==> src/rem_consts.svh <==
// Behaviour
// - Count per-link packets with header length mismatch
// - Four link instances, selector picks read instance
// - Per-link sticky stream packet length fault bit
// - Count corrected header and trailer errors per link
// - Corrected tally thirteen bits, count in 11:0
// - Bit 12 sets on count overflow
// - Sticky flag for corrected trigger packet errors
// - Sticky flag for corrected trigger reply errors
// - Sticky flag for corrected stream data errors
// - Sticky flag for corrected acknowledge packet errors
// - Sticky flag for corrected link test errors
// - Sticky flag for corrected heartbeat packet errors
`ifndef REM_CONSTS_SVH
`define REM_CONSTS_SVH

// ----------------------------------------
// Register byte offsets
// ----------------------------------------
`define REM_OFF_SEL 12'h000
`define REM_OFF_LEN_TALLY 12'h004
`define REM_OFF_FLAGS 12'h008
`define REM_OFF_FIX_TALLY 12'h00C
`define REM_OFF_IRQ_STAT 12'h010
`define REM_OFF_IRQ_MASK 12'h014

// ----------------------------------------
// Field positions and widths
// ----------------------------------------
`define REM_LINKS 4
`define REM_CNT_W 12
`define REM_OVF_BIT 12
`define REM_FLG_STREAM_LEN 0
`define REM_FLG_TRIG 1
`define REM_FLG_TRIG_REPLY 2
`define REM_FLG_STREAM_DATA 3
`define REM_FLG_CTRL_REPLY 4
`define REM_FLG_LINK_PROBE 5
`define REM_FLG_KEEPALIVE 6
`define REM_NUM_FLAGS 7

// ----------------------------------------
// Interrupt status bits (per link, one byte each)
// ----------------------------------------
`define REM_IRQ_LEN 0
`define REM_IRQ_FIX 1
`define REM_IRQ_OVF 2

// ----------------------------------------
// Reset values
// ----------------------------------------
`define REM_RST_CNT 13'h0000
`define REM_RST_FLAGS 7'h00
`define REM_RST_WORD 32'h0000_0000

`endif

==> src/rem_pkg.sv <==
package rem_pkg;
   // Packet types reported with a corrected error
   typedef enum logic [2:0] {
      REM_PT_TRIG = 3'h0,
      REM_PT_TRIG_REPLY = 3'h1,
      REM_PT_STREAM = 3'h2,
      REM_PT_CTRL_REPLY = 3'h3,
      REM_PT_LINK_PROBE = 3'h4,
      REM_PT_KEEPALIVE = 3'h5
   } rem_ptype_t;

   // Bus slave phases
   typedef enum logic [2:0] {
      REM_BUS_IDLE = 3'b001,
      REM_BUS_ACCESS = 3'b010,
      REM_BUS_DONE = 3'b100
   } rem_bus_st_t;

   // One wrapping error tally with a sticky overflow bit
   typedef struct packed {
      logic ovf;
      logic [11:0] cnt;
   } rem_tally_t;
endpackage : rem_pkg

==> src/rem_link_mon.sv <==
`include "rem_consts.svh"

// Monitor state for one link
module rem_link_mon
   import rem_pkg::*;
(
   input wire logic i_clk,
   input wire logic i_rst,
   input wire logic i_len_err,
   input wire logic i_len_stream,
   input wire logic i_fix_err,
   input wire logic [2:0] i_fix_type,
   output logic [12:0] o_len_tally,
   output logic [12:0] o_fix_tally,
   output logic [6:0] o_flags
);
   typedef struct packed {
      rem_tally_t len;
      rem_tally_t fix;
      logic [6:0] flags;
   } rem_link_st_t;

   rem_link_st_t st_reg;
   rem_link_st_t st_next;

   // Advance a tally; overflow bit is sticky once the count wraps
   function automatic rem_tally_t rem_bump(input rem_tally_t t);
      rem_tally_t r;
      r = t;
      if (t.cnt == 12'hFFF) begin
         r.ovf = 1'b1;
      end
      r.cnt = t.cnt + 12'h001;
      return r;
   endfunction : rem_bump

   // Next state of tallies and sticky flags
   always_comb begin
      st_next = st_reg;
      if (i_len_err) begin
         st_next.len = rem_bump(st_reg.len);
         if (i_len_stream) begin
            st_next.flags[`REM_FLG_STREAM_LEN] = 1'b1;
         end
      end
      if (i_fix_err) begin
         st_next.fix = rem_bump(st_reg.fix);
         case (rem_ptype_t'(i_fix_type))
            REM_PT_TRIG: st_next.flags[`REM_FLG_TRIG] = 1'b1;
            REM_PT_TRIG_REPLY: st_next.flags[`REM_FLG_TRIG_REPLY] = 1'b1;
            REM_PT_STREAM: st_next.flags[`REM_FLG_STREAM_DATA] = 1'b1;
            REM_PT_CTRL_REPLY: st_next.flags[`REM_FLG_CTRL_REPLY] = 1'b1;
            REM_PT_LINK_PROBE: st_next.flags[`REM_FLG_LINK_PROBE] = 1'b1;
            REM_PT_KEEPALIVE: st_next.flags[`REM_FLG_KEEPALIVE] = 1'b1;
            default: st_next.flags = st_next.flags;
         endcase
      end
   end

   // State register, cleared only by reset
   always_ff @(posedge i_clk) begin
      if (i_rst) begin
         st_reg.len <= `REM_RST_CNT;
         st_reg.fix <= `REM_RST_CNT;
         st_reg.flags <= `REM_RST_FLAGS;
      end else begin
         st_reg <= st_next;
      end
   end

   assign o_len_tally = st_reg.len;
   assign o_fix_tally = st_reg.fix;
   assign o_flags = st_reg.flags;
endmodule : rem_link_mon

==> src/rem_rx_error_monitor.sv <==
// Our own choices: the APB register port and the register offsets.
`include "rem_consts.svh"

// ----------------------------------------
// Receive error monitor, four links, APB slave
// ----------------------------------------
module rem_rx_error_monitor
   import rem_pkg::*;
(
   input wire logic i_clk,
   input wire logic i_rst,
   // APB slave
   input wire logic i_psel,
   input wire logic i_penable,
   input wire logic i_pwrite,
   input wire logic [11:0] i_paddr,
   input wire logic [31:0] i_pwdata,
   output logic [31:0] o_prdata,
   output logic o_pready,
   output logic o_pslverr,
   // Per-link event strobes from receivers, one cycle each
   input wire logic [3:0] i_len_err,
   input wire logic [3:0] i_len_stream,
   input wire logic [3:0] i_fix_err,
   input wire logic [11:0] i_fix_type,
   // Interrupt
   output logic o_irq
);
   logic [12:0] len_tally [`REM_LINKS];
   logic [12:0] fix_tally [`REM_LINKS];
   logic [6:0] flags [`REM_LINKS];

   // ----------------------------------------
   // Per-link monitors
   // ----------------------------------------
   genvar g;
   generate
      for (g = 0; g < `REM_LINKS; g++) begin : g_link
         rem_link_mon u_mon (
            .i_clk(i_clk),
            .i_rst(i_rst),
            .i_len_err(i_len_err[g]),
            .i_len_stream(i_len_stream[g]),
            .i_fix_err(i_fix_err[g]),
            .i_fix_type(i_fix_type[3*g +: 3]),
            .o_len_tally(len_tally[g]),
            .o_fix_tally(fix_tally[g]),
            .o_flags(flags[g])
         );
      end
   endgenerate

   // ----------------------------------------
   // Whole module state
   // ----------------------------------------
   typedef struct packed {
      rem_bus_st_t bus;
      logic [1:0] sel;
      logic [31:0] irq_stat;
      logic [31:0] irq_mask;
      logic [31:0] prdata;
      logic pready;
      logic pslverr;
      logic irq;
      logic [3:0] ovf_seen;
   } rem_top_st_t;

   rem_top_st_t st_reg;
   rem_top_st_t st_next;

   logic [31:0] ev_word;
   logic [31:0] rd_word;
   logic rd_hit;
   logic wr_req;

   // Interrupt events: byte per link, len/fix/new overflow
   always_comb begin
      ev_word = 32'h0000_0000;
      for (int k = 0; k < `REM_LINKS; k++) begin
         ev_word[8*k + `REM_IRQ_LEN] = i_len_err[k];
         ev_word[8*k + `REM_IRQ_FIX] = i_fix_err[k];
         ev_word[8*k + `REM_IRQ_OVF] = (fix_tally[k][`REM_OVF_BIT]
            | len_tally[k][`REM_OVF_BIT]) & ~st_reg.ovf_seen[k];
      end
   end

   // Read mux, selected link shown; reads change nothing
   always_comb begin
      rd_word = 32'h0000_0000;
      rd_hit = 1'b1;
      case (i_paddr)
         `REM_OFF_SEL: rd_word = {30'h0000_0000, st_reg.sel};
         `REM_OFF_LEN_TALLY: rd_word = {19'h00000, len_tally[st_reg.sel]};
         `REM_OFF_FLAGS: rd_word = {25'h0000000, flags[st_reg.sel]};
         `REM_OFF_FIX_TALLY: rd_word = {19'h00000, fix_tally[st_reg.sel]};
         `REM_OFF_IRQ_STAT: rd_word = st_reg.irq_stat;
         `REM_OFF_IRQ_MASK: rd_word = st_reg.irq_mask;
         default: rd_hit = 1'b0;
      endcase
   end

   assign wr_req = i_psel & i_penable & i_pwrite;

   // Next state: bus phase, registers, interrupt
   always_comb begin
      st_next = st_reg;
      st_next.pready = 1'b0;
      st_next.pslverr = 1'b0;
      for (int k = 0; k < `REM_LINKS; k++) begin
         if (ev_word[8*k + `REM_IRQ_OVF]) begin
            st_next.ovf_seen[k] = 1'b1;
         end
      end
      case (st_reg.bus)
         REM_BUS_IDLE: begin
            if (i_psel & i_penable) begin
               st_next.bus = REM_BUS_ACCESS;
               st_next.pready = 1'b1;
               st_next.pslverr = ~rd_hit;
               st_next.prdata = i_pwrite ? 32'h0000_0000 : rd_word;
            end
         end
         REM_BUS_ACCESS: begin
            st_next.bus = REM_BUS_DONE;
            if (wr_req && rd_hit) begin
               // Monitor values are read-only; writes there ignored
               case (i_paddr)
                  `REM_OFF_SEL: st_next.sel = i_pwdata[1:0];
                  `REM_OFF_IRQ_MASK: st_next.irq_mask = i_pwdata;
                  default: st_next.sel = st_reg.sel;
               endcase
            end
         end
         REM_BUS_DONE: st_next.bus = REM_BUS_IDLE;
         default: st_next.bus = REM_BUS_IDLE;
      endcase
      // Write-one-to-clear, new event wins over clear
      if (st_reg.bus == REM_BUS_ACCESS && wr_req && i_paddr == `REM_OFF_IRQ_STAT) begin
         st_next.irq_stat = (st_reg.irq_stat & ~i_pwdata) | ev_word;
      end else begin
         st_next.irq_stat = st_reg.irq_stat | ev_word;
      end
      st_next.irq = |(st_next.irq_stat & st_next.irq_mask);
   end

   // State register
   always_ff @(posedge i_clk) begin
      if (i_rst) begin
         st_reg.bus <= REM_BUS_IDLE;
         st_reg.sel <= 2'h0;
         st_reg.irq_stat <= `REM_RST_WORD;
         st_reg.irq_mask <= `REM_RST_WORD;
         st_reg.prdata <= `REM_RST_WORD;
         st_reg.pready <= 1'b0;
         st_reg.pslverr <= 1'b0;
         st_reg.irq <= 1'b0;
         st_reg.ovf_seen <= 4'h0;
      end else begin
         st_reg <= st_next;
      end
   end

   assign o_prdata = st_reg.prdata;
   assign o_pready = st_reg.pready;
   assign o_pslverr = st_reg.pslverr;
   assign o_irq = st_reg.irq;
endmodule : rem_rx_error_monitor

==> config.mk <==
export PLATFORM = sky130hd
export DESIGN_NAME = rem_rx_error_monitor
export DESIGN_NICKNAME = d
export VERILOG_FILES = /design/src/rem_pkg.sv /design/src/rem_link_mon.sv /design/src/rem_rx_error_monitor.sv
export VERILOG_INCLUDE_DIRS = /design/src /design/src/src
export SDC_FILE = /design/constraint.sdc
export NUM_CORES = 1
export LEC_CHECK = 0
export ABC_CLOCK_PERIOD_IN_PS = 3080
export BUFFER_PORTS_ARGS = -buffer_cell sky130_fd_sc_hd__buf_2
export CAP_MARGIN = 10
export CORE_ASPECT_RATIO = 0.7
export CORE_MARGIN = 5
export CORE_UTILIZATION = 25
export DETAILED_ROUTE_END_ITERATION = 16
export SLEW_MARGIN = 20
export SYNTH_ARGS = -nofsm -noshare
export SYNTH_HDL_FRONTEND = slang
export SYNTH_HIERARCHICAL = 1
export SYNTH_SLANG_ARGS = --single-unit
export TNS_END_PERCENT = 100
==> constraint.sdc <==
create_clock -name i_clk -period 3.08 [get_ports i_clk]
set_clock_uncertainty 0.2 [all_clocks]
set_input_delay 0.308 -clock i_clk [delete_from_list [all_inputs] [get_ports i_clk]]
set_output_delay 0.308 -clock i_clk [all_outputs]
set_load 0.03 [all_outputs]
==> Word-level counts from Yosys, hierarchy flattened <==
Index checks and enable logic that the tools add are counted.
{ "classes": {"add_sub_neg": 8, "multipliers": 0, "n_div": 0, "magnitude_cmp": 1, "n_eq_ne": 36, "n_shift": 0, "n_mux": 27, "bitwise_logic": 23, "n_reduce_logical": 46} }
{ "ops": {"columns": ["operator", "count"], "rows": [
  ["$pmux 32 s6", 1],
  ["$mux 32", 5],
  ["$add 12x1->12 const B", 8],
  ["$eq 12x12->1 const B", 8],
  ["$reduce_and 2->1", 33],
  ["$and 32x32->32", 2],
  ["$or 32x27->32", 2],
  ["$bmux 13 s2", 2],
  ["$mux 13", 4],
  ["$not 32->32", 1],
  ["$reduce_or 32->1", 1],
  ["$eq 3x2->1 const B", 9],
  ["$eq 12x4->1 const B", 2],
  ["$eq 12x5->1 const B", 2],
  ["$eq 3x3->1 const B", 8],
  ["$eq 3x1->1 const B", 5],
  ["$bmux 7 s2", 1],
  ["$mux 7", 2],
  ["$eq 12x3->1 const B", 1],
  ["$logic_not 12->1", 1],
  ["$logic_not 3->1", 4],
  ["$mux 1", 9],
  ["$not 1->1", 7],
  ["$and 1x1->1", 6],
  ["12 further kinds", 17]
]} }
{ "totals": {"reg_bits": 240, "latchBits": 0, "mem_bits_rw": 0, "mem_bits_ro": 0, "input_bits": 73, "wordCells": 197, "n_memories": 0} }

==> Depth between registers and ports, before layout <==
{ "logic_depth": {"ltp_word": 8, "mapped_depth": 11, "ltp_nobuf": 7} }

==> Modules after synthesis <==
The synthesis kept the hierarchy.
{ "modules_own_cells": {"columns": ["module", "n_inst", "cells_per_inst", "area_per_inst_um2"], "rows": [
  ["rem_rx_error_monitor", 1, 649, 5758.0],
  ["rem_link_mon", 4, 156, 1391.3]
]} }

==> Least setup slack after synthesis <==
No wires, ideal clock.
{ "synth_path": {"kind": "register -> register", "startpoint": "register st_reg[103] (netlist name)", "endpoint": "register st_reg (netlist bit o_prdata[12])", "setup_time_ns": 0.128, "arrival_ns": 2.030, "required_time_ns": 2.752, "path_slack_ns": 0.722, "path_stages_with_launch": 9, "path_buffers": 3, "synth_period_minus_slack_ns": 2.358, "path_cell_list": "dfxtp_1 buf_2 buf_2 buf_2 mux4_2 mux2i_1 o21ai_0 a22oi_1 nor2_1"} }
{ "synth_between": {"elab_chain_cells": 6, "elab_cells_between_ends": 9} }
{ "synth_lines": {"columns": ["item", "line_no", "text"], "rows": [
  ["start: declaration", "rem_rx_error_monitor.sv:68", "rem_top_st_t st_reg;"],
  ["start signal: assignment", "rem_rx_error_monitor.sv:159", "st_reg <= st_next;"],
  ["$not 2->3 (not written as such) *", "rem_rx_error_monitor.sv:93, rem_rx_error_monitor.sv:95", null],
  ["$bmux 13 s2, on equally long branches", "rem_rx_error_monitor.sv:95, rem_rx_error_monitor.sv:93", null],
  ["$mux 13, on equally long branches (2 in series)", "rem_rx_error_monitor.sv:95, rem_rx_error_monitor.sv:93", null],
  ["$pmux 32 s6 *", "rem_rx_error_monitor.sv:91", "case (i_paddr)"],
  ["$mux 32 *", "rem_rx_error_monitor.sv:120", "st_next.prdata = i_pwrite ? 32'h0000_0000 : rd_word;"]
]} }
Every way passes the cells marked *; elsewhere a longest branch is shown, timed or not. The select of a mux whose other input is x is not followed.
A chain may end at the register's enable or synchronous reset.

==> Worst setup path after layout <==
{ "layout_path": {"startpoint": "input port i_paddr[3]", "endpoint": "register st_reg (netlist bit o_irq)"} }
{ "layout_between": {"elab_chain_cells": 8, "elab_cells_between_ends": 16} }
{ "layout_lines": {"columns": ["item", "line_no", "text"], "rows": [
  ["start: declaration", "rem_rx_error_monitor.sv:16", "input wire logic [11:0] i_paddr,"],
  ["$eq 12x5->1 (tied with other cells)", "rem_rx_error_monitor.sv:91", null],
  ["$reduce_or 6->1 (no line)", null, null],
  ["$mux 1", "rem_rx_error_monitor.sv:91", null],
  ["$logic_and 1x1->1", "rem_rx_error_monitor.sv:125", "if (wr_req && rd_hit) begin"],
  ["$mux 32", "rem_rx_error_monitor.sv:125", null],
  ["$mux 32", "rem_rx_error_monitor.sv:114", "case (st_reg.bus)"],
  ["$and 32x32->32 *", "rem_rx_error_monitor.sv:143", "st_next.irq = |(st_next.irq_stat & st_next.irq_mask);"],
  ["$reduce_or 32->1 *", "rem_rx_error_monitor.sv:143", null]
]} }
Every way passes the cells marked *; elsewhere a longest branch is shown, timed or not.

==> flow_summary.json <==
{
  "clockBufferDepth": 3,
  "antenna_found_initial": 2,
  "cts_tree": "built",
  "rsz0062_at_grt": "false",
  "diodes": 0,
  "timing.critical_path.cells": "dlygate4sd3_1, buf_2, nor2_1, and3_1, nand2_1, o21ai_0, o22ai_1, nor4_1, a41oi_1",
  "drive_above_1_share_pct": 17.7,
  "path_class": "primary input to flip-flop",
  "finish.utilization_pct": 30.7,
  "hold_slack_ns": 0.0255,
  "min_period_ns": 2.82,
  "drtAntennaViolNets": 0,
  "dr.first_iter.drc_count": 789,
  "ctsResizeCount": 0,
  "cts_hold_buffers": 56,
  "grt_first_pass_wirelength_mm": 53.6,
  "dpl_worst_slack_ns": 0.273,
  "final_common_cell": "dfxtp_1",
  "routed_via_density": 4.96,
  "synth.avg_cell_area_um2": 8.90,
  "gp_congestion": 0.859,
  "gr-total-overflow": 0,
  "hp-class": "primary input to flip-flop",
  "fmax_mhz": 355,
  "wirelength_mm": 33.8,
  "async_flop_share_pct": 0,
  "postCtsSetupBuffers": 0,
  "finalCritPeriodShare_pct": 91.4,
  "seq_area_frac_synth_pct": 42.4,
  "layout_common_cells": "239 x dfxtp_1, 210 x nor2_1, 125 x a21oi_1",
  "max_stage_delay_ns": 0.53,
  "required_ns": 3.27,
  "yosys_most_used_dff": "dfxtp_1",
  "powerDensity_mw_per_mm2": 505,
  "multi_input_area_mm2": 0.00580,
  "largest_register_ffs": 73,
  "grt_max_degree": 118,
  "tightest_slew_ns": 0.671,
  "drv_slew": 0,
  "setup_viol": 0,
  "p_leak_nw": 5.01,
  "relSlewSlack_pct": 55.2,
  "ios": 108,
  "syn_inst": 1273,
  "dp_hpwl_mm": 24.7,
  "start_kind": "primary input",
  "fillCellCount": 4694,
  "critPathArrivalTime_ns": 3.00,
  "io_buffers": 107,
  "path_max_fanout": 10,
  "die_w_um": 264,
  "design.core.area_mm2": 0.0449,
  "grt.total_usage_pct": 13.0,
  "vias": 9983,
  "post_drt_wl_per_cell_um": 16.8,
  "synth_seq_cells": 240,
  "synth_fp_nets": 1354,
  "hold_viol": 0,
  "fin_ws_ns": 0.264,
  "die-area_mm2": 0.0497,
  "cts_buffers": 27,
  "synthesis.area_mm2": 0.0113,
  "critPathSlowestCell": "dlygate4sd3_1",
  "yosys_warnings": 6,
  "num_rows": 65,
  "ir_drop_mv": 0.343,
  "synth_cell_type_count": 52,
  "crit_path_end_kind": "flip-flop",
  "clkTransAtPathRegs_ns": 0.06,
  "insertion_delay_ns": 0.54,
  "grt_pass1_vias": 9593,
  "ctsRootBufferMaster": "clkbuf_16",
  "htreeDepth": 1,
  "fin_setup_tns_ns": 0,
  "drc_errors": 0,
  "cap_violations": 0,
  "layout.nets": 1468,
  "outcome": "finished clean",
  "regArea_mm2": 0.00481,
  "drtPass1Iterations": 6,
  "synth-edff-count": 0,
  "clock-sinks": 240,
  "die_h_um": 188,
  "start_util_pct": 25.2,
  "areaGrowthSynthToFinish_pct": 21.7
}
## cells in the mapped netlist, types with 23 or more instances
master / n / area (um^2)
nand2_1: 59 / 221
or4_1: 32 / 240
o21ai_0: 44 / 220
mux2i_1: 27 / 270
nand4_1: 23 / 144
a21oi_1: 125 / 626
nor2_1: 210 / 788
nand3_1: 38 / 190
inv_1: 43 / 161
xor2_1: 24 / 210
dfxtp_1: 240 / 4800
a22oi_1: 56 / 420
o31ai_1: 25 / 188
mux4_2: 33 / 743
buf_4: 40 / 300
clkbuf_1: 43 / 161
## report_power, final
group | internal [mW] | switching (mW)
clock network | 2.03 | 1.34
logic | 0.170 | 0.217
registers | 3.15 | 0.0501
total | 5.35 | 1.60
## final timing paths
check / from / endpoint / slack, ns / depth (start not counted)
min: i_fix_err[2] / g_link[2].u_mon/o_fix_tally[0]$_SDFFE_PP0P_ / 0.03 / 3
min reg2reg: st_reg[107]$_SDFFE_PP0P_ / st_reg[107]$_SDFFE_PP0P_ / 0.23 / 1
max: i_paddr[3] / o_irq$_SDFF_PP0_ / 0.26 / 9
max reg2reg: st_reg[107]$_SDFFE_PP0P_ / o_irq$_SDFF_PP0_ / 0.35 / 7
## worst max-delay path, delay by kind of cell
kind	cells	cell delay, ns
AOI/OAI and AO/OA	3	0.64
and+or+nand+nor	4	1.37
buffers and inverters	2	0.68
## routing by layer
layer	track usage (%)	vias up	wire length (um)
met1	18.8	4827	15700
met2	20.0	289	15000
met4	3.34	4	848
met3	2.70	52	2230
met5	0	-	27
li1	-	4811	-
## layout make-up
cell class	instances	share of cell area (%)
multi-input cells	887	42.1
well taps	603	5.47
repair buffers	188	9.63
clock buffers	35	5.34
inverters	43	1.17
clock inverters	15	1.42
flip-flops and latches	240	34.9
## metrics by stage
step	instance area, um^2	std cells	power, mW
5_1_grt	13800	2011	7.22
3_3_place_gp	12300	1905	3.60
2_1_floorplan	11300	1273	3.46
3_5_place_dp	12300	1905	3.60
6_report	13800	2011	6.96
4_1_cts	13800	2011	7.03
## cells by family (layout without fill, tap and decap cells)
group / count (synthesis) / after routing / synth area share (%)
xor+xnor: 35 / 35 / 2.71
buf+inv: 146 / 281 / 6.38
fa+ha+maj: 8 / 8 / 0.884
compound gates: 291 / 291 / 15.5
simple gates: 472 / 472 / 21.1
mux: 81 / 81 / 11.0
flops: 240 / 240 / 42.4
No activity file was read; power rests on OpenSTA's default activity.
